**src/inc/rsops_pkg.sv**
```systemverilog
// constants and types shared by the rotate / subtract / special-page datapath
package rsops_pkg;
   // ******************************************************
   // operation codes from the decoder
   // ******************************************************
   typedef enum logic [2:0] {
      OP_NONE         = 3'h0,
      OP_ROT_LEFT     = 3'h1,
      OP_ROT_RIGHT    = 3'h3,
      OP_SUB_REG      = 3'h2,
      OP_SUB_IMM      = 3'h6,
      OP_SPECIAL_READ = 3'h7
   } op_e;

   localparam int          DATA_W       = 8;
   localparam int          SFR_IDX_W    = 4;
   localparam int          REG_ADDR_W   = 6;
   localparam logic [7:0]  WORK_RESET   = 8'h00;
   localparam logic        FLAG_RESET   = 1'b0;
   localparam logic        DEST_WORK    = 1'b0;
   localparam int          CYCLES_PER_OP = 1;
endpackage : rsops_pkg

```
**src/inc/alu_if.sv**
```systemverilog
// interface carrying operands and results between the datapath and its arithmetic unit
interface alu_if;
   logic [7:0] a;
   logic [7:0] b;
   logic       cin;
   logic [7:0] sum;
   logic       cout;
   logic       hcout;

   modport user (output a, output b, output cin, input sum, input cout, input hcout);
   modport unit (input a, input b, input cin, output sum, output cout, output hcout);
endinterface : alu_if

```
**src/hdl/sub_borrow_unit.sv**
```systemverilog
// combinational add-with-inverted-operand unit used for subtract with borrow
module sub_borrow_unit (
   alu_if.unit bus
);
   logic [4:0] low_sum;
   logic [8:0] full_sum;

   // a + ~b + cin: carry out high means no borrow
   always_comb begin
      low_sum   = {1'b0, bus.a[3:0]} + {1'b0, ~bus.b[3:0]} + {4'h0, bus.cin};
      full_sum  = {1'b0, bus.a} + {1'b0, ~bus.b} + {8'h00, bus.cin};
      bus.sum   = full_sum[7:0];
      bus.cout  = full_sum[8];
      bus.hcout = low_sum[4];
   end
endmodule : sub_borrow_unit

```
**src/hdl/rotate_subtract_sfr_ops.sv**
```systemverilog
// execution datapath for rotate, subtract-with-borrow and special-page read
//
// timing in brief: an op is taken on the rising edge that sees op_valid, clk_en and a
// released reset together, and its results show one cycle later, straight from flops.
// done and reg_we are one-cycle pulses; work_reg and the flags stand until the next op.
// clk_en low freezes every datapath flop, pulses included, so a stalled core sees them held.
// limitation: reg_rdata and sfr_rdata must be settled in the cycle the op is presented,
// since the datapath reads them combinationally and keeps no copy of the operands.
module rotate_subtract_sfr_ops (
   input  wire logic                           core_clk,
   input  wire logic                           arst_n,
   input  wire logic                           clk_en,
   input  wire logic                           op_valid,
   input  wire rsops_pkg::op_e                 op_code,
   input  wire logic                           dest_sel,
   input  wire logic [rsops_pkg::REG_ADDR_W-1:0] reg_addr,
   input  wire logic [7:0]                     reg_rdata,
   input  wire logic [7:0]                     imm_data,
   input  wire logic [rsops_pkg::SFR_IDX_W-1:0] sfr_idx,
   input  wire logic [7:0]                     sfr_rdata,
   output logic [7:0]                          work_reg,
   output logic                                zero_flag,
   output logic                                half_carry_flag,
   output logic                                carry_flag,
   output logic                                reg_we,
   output logic [rsops_pkg::REG_ADDR_W-1:0]    reg_waddr,
   output logic [7:0]                          reg_wdata,
   output logic [rsops_pkg::SFR_IDX_W-1:0]     sfr_raddr,
   output logic                                done
);
   // ******************************************************
   // reset release
   // ******************************************************
   logic rst_meta_q;
   logic rst_sync_q;

   // two stages so release is clean against core_clk
   always_ff @(posedge core_clk or negedge arst_n) begin
      if (!arst_n) begin
         rst_meta_q <= 1'b0;
         rst_sync_q <= 1'b0;
      end else begin
         rst_meta_q <= 1'b1;
         rst_sync_q <= rst_meta_q;
      end
   end

   // ******************************************************
   // decode and bit-shuffling helpers
   // ******************************************************
   // true for the op whose first operand is the literal, not the register
   function automatic logic uses_immediate(input rsops_pkg::op_e op);
      uses_immediate = (op == rsops_pkg::OP_SUB_IMM);
   endfunction : uses_immediate

   // immediate subtract and special read have no destination bit; they always load work_reg
   function automatic logic lands_in_work(input rsops_pkg::op_e op, input logic dest);
      lands_in_work = uses_immediate(op) || (op == rsops_pkg::OP_SPECIAL_READ) || (dest == rsops_pkg::DEST_WORK);
   endfunction : lands_in_work

   // rotate left through carry, packed as {new carry, result}
   function automatic logic [8:0] rotl_carry(input logic [7:0] value, input logic cin);
      rotl_carry = {value, cin};
   endfunction : rotl_carry

   // rotate right through carry, packed as {result, new carry}
   function automatic logic [8:0] rotr_carry(input logic [7:0] value, input logic cin);
      rotr_carry = {cin, value};
   endfunction : rotr_carry

   // ******************************************************
   // state
   // ******************************************************
   // declared ahead of the adder, which reads work_reg_q and carry_q
   logic [7:0]                       work_reg_q, work_reg_d;
   logic                             zero_q, zero_d;
   logic                             half_q, half_d;
   logic                             carry_q, carry_d;
   logic                             we_q, we_d;
   logic [rsops_pkg::REG_ADDR_W-1:0] waddr_q, waddr_d;
   logic [7:0]                       wdata_q, wdata_d;
   logic [rsops_pkg::SFR_IDX_W-1:0]  sfr_addr_q, sfr_addr_d;
   logic                             done_q, done_d;
   logic [7:0]                       result;

   // ******************************************************
   // arithmetic unit
   // ******************************************************
   // one adder serves both subtracts; only its first operand differs
   alu_if alu ();

   sub_borrow_unit u_sub (
      .bus (alu)
   );

   // register subtract uses the register, immediate subtract the literal
   assign alu.a   = uses_immediate(op_code) ? imm_data : reg_rdata;
   assign alu.b   = work_reg_q;
   assign alu.cin = carry_q;

   // ******************************************************
   // next state
   // ******************************************************
   // every op completes in the cycle it is presented; nothing is pipelined,
   // so back-to-back ops always see the flags the previous op left behind
   always_comb begin
      work_reg_d = work_reg_q;
      zero_d     = zero_q;
      half_d     = half_q;
      carry_d    = carry_q;
      we_d       = 1'b0;
      waddr_d    = waddr_q;
      wdata_d    = wdata_q;
      sfr_addr_d = sfr_idx;
      done_d     = 1'b0;
      result     = 8'h00;
      if (op_valid) begin
         unique case (op_code)
            // rotates touch carry only; zero and half-carry hold
            rsops_pkg::OP_ROT_LEFT: begin
               {carry_d, result} = rotl_carry(reg_rdata, carry_q);
            end
            rsops_pkg::OP_ROT_RIGHT: begin
               {result, carry_d} = rotr_carry(reg_rdata, carry_q);
            end
            // carry out of the adder is the no-borrow sense the flag wants
            rsops_pkg::OP_SUB_REG,
            rsops_pkg::OP_SUB_IMM: begin
               result  = alu.sum;
               zero_d  = (alu.sum == 8'h00);
               half_d  = alu.hcout;
               carry_d = alu.cout;
            end
            // special read leaves every flag alone
            rsops_pkg::OP_SPECIAL_READ: begin
               result = sfr_rdata;
            end
            // no op: only sfr_raddr follows sfr_idx and no pulse is raised
            rsops_pkg::OP_NONE: begin
               result = work_reg_q;
            end
            default: begin
               result = work_reg_q;
            end
         endcase
         if (op_code != rsops_pkg::OP_NONE) begin
            done_d = 1'b1;
            // immediate subtract and special read always land in work_reg
            if (lands_in_work(op_code, dest_sel)) begin
               work_reg_d = result;
            end else begin
               we_d    = 1'b1;
               waddr_d = reg_addr;
               wdata_d = result;
            end
         end
      end
   end

   // ******************************************************
   // registers
   // ******************************************************
   // registers only; clock enable freezes everything.
   // the synchronised reset clears the same flops so the first op after release
   // cannot meet a half-released datapath
   always_ff @(posedge core_clk or negedge arst_n) begin
      if (!arst_n) begin
         work_reg_q <= rsops_pkg::WORK_RESET;
         zero_q     <= rsops_pkg::FLAG_RESET;
         half_q     <= rsops_pkg::FLAG_RESET;
         carry_q    <= rsops_pkg::FLAG_RESET;
         we_q       <= 1'b0;
         waddr_q    <= '0;
         wdata_q    <= 8'h00;
         sfr_addr_q <= '0;
         done_q     <= 1'b0;
      end else if (!rst_sync_q) begin
         work_reg_q <= rsops_pkg::WORK_RESET;
         zero_q     <= rsops_pkg::FLAG_RESET;
         half_q     <= rsops_pkg::FLAG_RESET;
         carry_q    <= rsops_pkg::FLAG_RESET;
         we_q       <= 1'b0;
         waddr_q    <= '0;
         wdata_q    <= 8'h00;
         sfr_addr_q <= '0;
         done_q     <= 1'b0;
      end else if (clk_en) begin
         work_reg_q <= work_reg_d;
         zero_q     <= zero_d;
         half_q     <= half_d;
         carry_q    <= carry_d;
         we_q       <= we_d;
         waddr_q    <= waddr_d;
         wdata_q    <= wdata_d;
         sfr_addr_q <= sfr_addr_d;
         done_q     <= done_d;
      end
   end

   // ******************************************************
   // output ports
   // ******************************************************
   // outputs straight from flops, so the register file sees no combinational path
   assign work_reg        = work_reg_q;
   assign zero_flag       = zero_q;
   assign half_carry_flag = half_q;
   assign carry_flag      = carry_q;
   assign reg_we          = we_q;
   assign reg_waddr       = waddr_q;
   assign reg_wdata       = wdata_q;
   assign sfr_raddr       = sfr_addr_q;
   assign done            = done_q;
endmodule : rotate_subtract_sfr_ops

```
**config.mk**
```make
export PLATFORM = sky130hd
export DESIGN_NAME = rotate_subtract_sfr_ops
export DESIGN_NICKNAME = d
export VERILOG_FILES = /design/src/inc/rsops_pkg.sv /design/src/inc/alu_if.sv /design/src/hdl/sub_borrow_unit.sv /design/src/hdl/rotate_subtract_sfr_ops.sv
export SDC_FILE = /design/constraint.sdc
export NUM_CORES = 1
export LEC_CHECK = 0
export BUFFER_PORTS_ARGS = -buffer_cell sky130_fd_sc_hd__buf_4
export CORE_UTILIZATION = 48
export CTS_CLUSTER_SIZE = 14
export DETAILED_ROUTE_END_ITERATION = 6
export PLACE_DENSITY_LB_ADDON = 0.3
export SLEW_MARGIN = 10
export SYNTH_ARGS = -nofsm -noshare
export SYNTH_HDL_FRONTEND = slang
export SYNTH_HIERARCHICAL = 1
export SYNTH_SLANG_ARGS = --single-unit
```
**constraint.sdc**
```tcl
create_clock -name core_clk -period 4.35 [get_ports core_clk]
set_clock_uncertainty 0.1 [all_clocks]
set_input_delay 0 -clock core_clk [delete_from_list [all_inputs] [get_ports core_clk]]
set_output_delay 0 -clock core_clk [all_outputs]
set_load 0.01 [all_outputs]
```
# Word-level counts from Yosys, hierarchy flattened
# Cells that the tools add are included.
# classes
add_sub_neg	4
n_eq_ne	12
n_mux	40
bitwise_logic	3
reduce_logical	9
# op_table
op	n
two-way mux 8 bit	11
one-hot mux 8 bit (4 select lines)	1
two-way mux 6 bit	5
two-way mux 1 bit	20
adder 8 x 8 -> 9 bit	1
adder 9 x 1 -> 9 bit	1
zero test 8 bit	1
two-way mux 4 bit	2
inverter 8 bit	1
AND reduction 4 bit	2
equality test 3 x 2 -> 1 bit, second input constant	2
equality test 3 bit, second input constant	2
inequality test 2 x 1 -> 1 bit, second input constant	3
inequality test 2 bit, second input constant	3
AND reduction 3 bit	2
adder 4 x 4 -> 5 bit	1
adder 5 x 1 -> 5 bit	1
inequality test 4 x 1 -> 1 bit, second input constant	1
inverter 4 bit	1
equality test 3 x 1 -> 1 bit, second input constant	1
one-hot mux 1 bit (3 select lines)	1
nonzero test 3 bit	1
logical OR 1 bit	2
OR reduction 2 bit	1
inverter 1 bit	1
# totals
ff_bits	33
in_bits	42
output_inout_bits	31
elab_cells	79

# Depth between registers and ports, before layout
# logic_depth
depth_word	10
mapped_depth	16
mapped_depth_nobuf	15

# By module
# Netlist, hierarchy kept.
# by_module_without_submodules
module	instances	cells_per_inst	area_each_um2	seq_area_each_um2
rotate_subtract_sfr_ops	1	186	1910.6	825.8
sub_borrow_unit	1	46	344.1	0.0

# Worst setup path after synthesis
# Ideal clock, no wire load.
# synth_timing
kind	input to register
start	in op_code[1]
end	reg wdata_q[4], in the netlist reg_wdata[4]
setup_ns	0.129
arrival_time_ns	2.759
required_time_ns	4.121
slack_ns	1.362
path_stages	15
path_buffers	1
cell_sequence	buf_6 nor2b_1 nand2_1 mux2_2 inv_1 fa_1 inv_1 fa_1 a21oi_2 nor2b_1 or2_2 xor2_1 a221o_1 a22oi_1 o21ai_1
# synth_between
elab_chain_cells	10
elab_cells_between_ends	21
cone_classes	add/sub: 2; eq/ne: 7; mux: 7; reduce/logical: 5
# synth_lines
element	line_no	source
from (decl)	rotate_subtract_sfr_ops.sv:14	input wire rsops_pkg::op_e op_code,
equality test 3 bit	rotate_subtract_sfr_ops.sv:53	uses_immediate = (op == rsops_pkg::OP_SUB_IMM);
two-way mux 8 bit	rotate_subtract_sfr_ops.sv:97	assign alu.a = uses_immediate(op_code) ? imm_data : reg_rdata;
via alu.a[0]	alu_if.sv:3	logic [7:0] a;
adder 8 x 8 -> 9 bit	sub_borrow_unit.sv:11	full_sum = {1'b0, bus.a} + {1'b0, ~bus.b} + {8'h00, bus.cin};
adder 9 x 1 -> 9 bit	sub_borrow_unit.sv:11	
via alu.sum[4]	alu_if.sv:6	logic [7:0] sum;
one-hot mux 8 bit (4 select lines)	rotate_subtract_sfr_ops.sv:118	unique case (op_code)
two-way mux 8 bit	rotate_subtract_sfr_ops.sv:149	if (lands_in_work(op_code, dest_sel)) begin
two-way mux 8 bit	rotate_subtract_sfr_ops.sv:146	if (op_code != rsops_pkg::OP_NONE) begin
two-way mux 8 bit	rotate_subtract_sfr_ops.sv:117	if (op_valid) begin
two-way mux 8 bit	rotate_subtract_sfr_ops.sv:187	end else if (clk_en) begin
two-way mux 8 bit	rotate_subtract_sfr_ops.sv:177	end else if (!rst_sync_q) begin
to (signal assigned)	rotate_subtract_sfr_ops.sv:194	wdata_q <= wdata_d;
to (decl)	rotate_subtract_sfr_ops.sv:81	logic [7:0] wdata_q, wdata_d;
# The timed path passes the listed nets, and every way through them passes these cells. The select of a mux whose other input is x is not followed.
# A chain may end at the register's enable or synchronous reset.

# Worst setup path after layout
# layout_timing
start	in op_code[1]
end	reg carry_q, in the netlist carry_flag
# layout_between
elab_chain_cells	8
elab_cells_between_ends	14
cone_classes	add/sub: 2; eq/ne: 5; mux: 5; reduce/logical: 2
# layout_lines
element	line_no	source
equality test 3 bit	rotate_subtract_sfr_ops.sv:53	
two-way mux 8 bit	rotate_subtract_sfr_ops.sv:97	
via alu.a[0]	alu_if.sv:3	
adder 8 x 8 -> 9 bit	sub_borrow_unit.sv:11	
adder 9 x 1 -> 9 bit	sub_borrow_unit.sv:11	
via alu.cout	alu_if.sv:7	logic cout;
one-hot mux 1 bit (3 select lines)	rotate_subtract_sfr_ops.sv:118	
two-way mux 1 bit	rotate_subtract_sfr_ops.sv:117	
two-way mux 1 bit	rotate_subtract_sfr_ops.sv:187	
two-way mux 1 bit	rotate_subtract_sfr_ops.sv:177	
to (signal assigned)	rotate_subtract_sfr_ops.sv:171	carry_q <= rsops_pkg::FLAG_RESET;
to (signal assigned)	rotate_subtract_sfr_ops.sv:181	carry_q <= rsops_pkg::FLAG_RESET;
to (signal assigned)	rotate_subtract_sfr_ops.sv:191	carry_q <= carry_d;
to (decl)	rotate_subtract_sfr_ops.sv:78	logic carry_q, carry_d;
# The timed path passes the listed nets, and every way through them passes these cells. The select of a mux whose other input is x is not followed.

==> results.cfg <==
[sta]
total_count_of_max_transition_violations_in_the_final_report = 0
tightestPinTransition_ns = 1.13
worst_slack_ns = 1.00
fmax_mhz = 299
final.hold.worst_slack_ns = 0.0436
timing.setup.tns_ns = 0
period_minus_slack_ns = 3.35
hold_violations = 0
setup_viol_count_final = 0
slew_headroom_pct = 24.8
final_min_period_over_clock_period_pct = 77.0
rsz0062_at_grt = false

[global_route]
antenna_found_initial = 0
grt_max_degree = 41
number_of_global_route_vias_before_repair = 2111
grt_pass1_wl_mm = 10.3
groute.usage.overall_pct = 26.8
grt-ovfl-total = 0

[worst_setup_path]
path_class = in -> reg
crit_path_end_kind = flop
reg2reg_depth = 13
cp_max_fo = 18
worst_r2r_endpoint = carry_flag
critPathRequiredTime_ns = 4.42
worst_setup_path_start_kind = input pin
r2r_start = carry_flag
worst_ep_arrival_time_ns = 3.41
worst_setup_path_endpoint = carry_flag
crit_start = op_code[1]
rrSetupSlack_ns = 1.24

[logic_synthesis]
netlist_area_sq_um = 2250
synth_seq_cells = 33
gate_count_post_synth = 232
yosys_warnings = 6
postSynth.asyncResetShare_pct = 100
mappedNetlistNets = 283
synth_enable_flop_cells = 0
ys_types = 51
ys_top_cells_by_area = dfrtp_1, mux2_2, ha_1, nand2_1, nor2b_1
synthDominantAreaCellType = dfrtp_1
seq_area_frac_synth_pct = 36.6
syn_area_per_cell_sq_um = 9.72
synth_top_area_share_pct = 36.6
synth-main-ff-cell = dfrtp_1

[status]
failing_checks = design-rule violations
run_status = complete, but fails checks

[clocking]
clockBufferDepth = 2
cts.reportedPaths.clkPinSlew_ns = 0.07
numCtsBuffers = 5
cts.root.buffer_cell = clkbuf_8
numClockSinks = 33
cts_tree = done
post_cts.resized_instances = 0
cts_htree_levels = 2
clkLatencyLatePin_ns = 0.29

[drt]
wirelength_mm = 6.37
wl_per_cell_microns = 17.2
route.vias.total = 2145
firstDrtPassIters = 7
drc = 12
vias_per_cell = 5.78
drt_iter0_drc = 189
antenna_violating_nets_post_route = 0

[job]
cap_viol_max_count = 0

[placed_design]
post-place-ws_ns = 1.03
numPortBuffers = 72
finalWeightedCongestion = 0.966
hpwl_mm = 4.52

[cells_and_area]
layout.cells.most_common = buf_4
final_core_utilization_pct = 68.8
antenna_cells_inserted = 0
nets = 369
area_delta_synth_final_pct = 35.5
most_frequent_cells_in_the_layout = buf_4, dfrtp_1, nand2_1, dlygate4sd3_1, inv_1
drive_above_1_share_pct = 33.2

[hold_path]
holdCritPathClass = in -> reg

[die]
coreArea_sq_um = 4440
core.rowCount = 24
io_pins = 73
die-area_sq_um = 4980
initial_cell_density_of_the_core_pct = 50.7
floorplan.die.height_microns = 70.5
die_x_microns = 70.5

[pwr]
leakage_nw = 1.41
vdd.ir_drop.worst_mv = 0.138
pwr_density_cell_nw_per_um2 = 259
[per-layer routing]
layer / global-route usage (%) / vias to the layer above / part of all wire (%)
met2: 41.2 / 110 / 45
met1: 37.3 / 987 / 44
met5: 0 / - / 0
li1: - / 1030 / -
met4: 12.0 / 0 / 3.5
met3: 4.99 / 18 / 8.1
[kinds of logic after synthesis]
logic type | share of synthesized area [%]
compound gates | 26.7
xor+xnor | 2.33
fa+ha+maj | 5.66
buf+inv | 6.71
flops | 36.6
mux | 6.66
other cells | 0.166
simple gates | 15.2
[cell usage after synthesis, types with 4 or more instances]
library cell	n
o311ai_2	4
nand2b_1	8
nand2_1	20
buf_6	4
o21ai_2	4
a21boi_1	6
a21oi_1	13
mux2i_1	6
nand3_1	10
mux2_2	8
ha_1	7
a221o_1	6
nor2_1	6
inv_1	14
dfrtp_1	33
o21ai_1	13
a22oi_1	4
o311ai_0	4
buf_2	6
nor2b_1	11
[area by class of cell]
class                      count  area, sq um
sequential                    33          826
timing repair buffer          93          748
multi-input combinational    170         1280
clock buffer                   6         72.6
inverter                      15         56.3
fill                         355         1390
tap                           52         65.1
clock inverter                 2         10.0
[through the flow]
step,total power [mW],std cells,area (sq um)
2_1_floorplan,0.470,232,2250
3_3_place_gp,0.553,343,2770
3_5_place_dp,0.555,343,2770
4_1_cts,0.794,371,3060
5_1_grt,0.831,371,3060
6_report,0.791,371,3060
[repair_timing]
action,in CTS,in global routing
setup buffers,0,0
hold endpoints to repair,56,0
hold buffers,20,0
[where the power goes]
part / switching [mW] / internal [mW]
Clock: 0.111 / 0.111
Combinational: 0.121 / 0.114
Sequential: 0.0151 / 0.319
Total: 0.247 / 0.544
[worst max-delay path, stage by stage]
cell and delay, ns:
buf_4 0.22, nor2b_1 0.20, nand2_1 0.23, mux2_2 0.34, inv_1 0.08, fa_1 0.19, inv_1 0.06, fa_1 0.41
a21oi_2 0.14, nor2b_1 0.07, a311oi_2 0.32, o21ai_0 0.15, nor2_1 0.10, a211oi_1 0.06, a31oi_1 0.18, o21ai_1 0.09
dlygate4sd3_1 0.55
[worst min path at each step]
stage          slack (ns)  cells past startpoint          from           to
2_1_floorplan       -0.40                      0        arst_n   carry_flag
3_3_place_gp        -0.14                      1        arst_n         done
3_5_place_dp        -0.14                      1        arst_n         done
4_1_cts              0.02                      3  reg_rdata[1]  work_reg[0]
5_1_grt              0.05                      3  reg_rdata[1]  work_reg[0]
6_report             0.04                      3  reg_rdata[1]  work_reg[0]
Note: power is estimated with default switching activity, not from simulation.
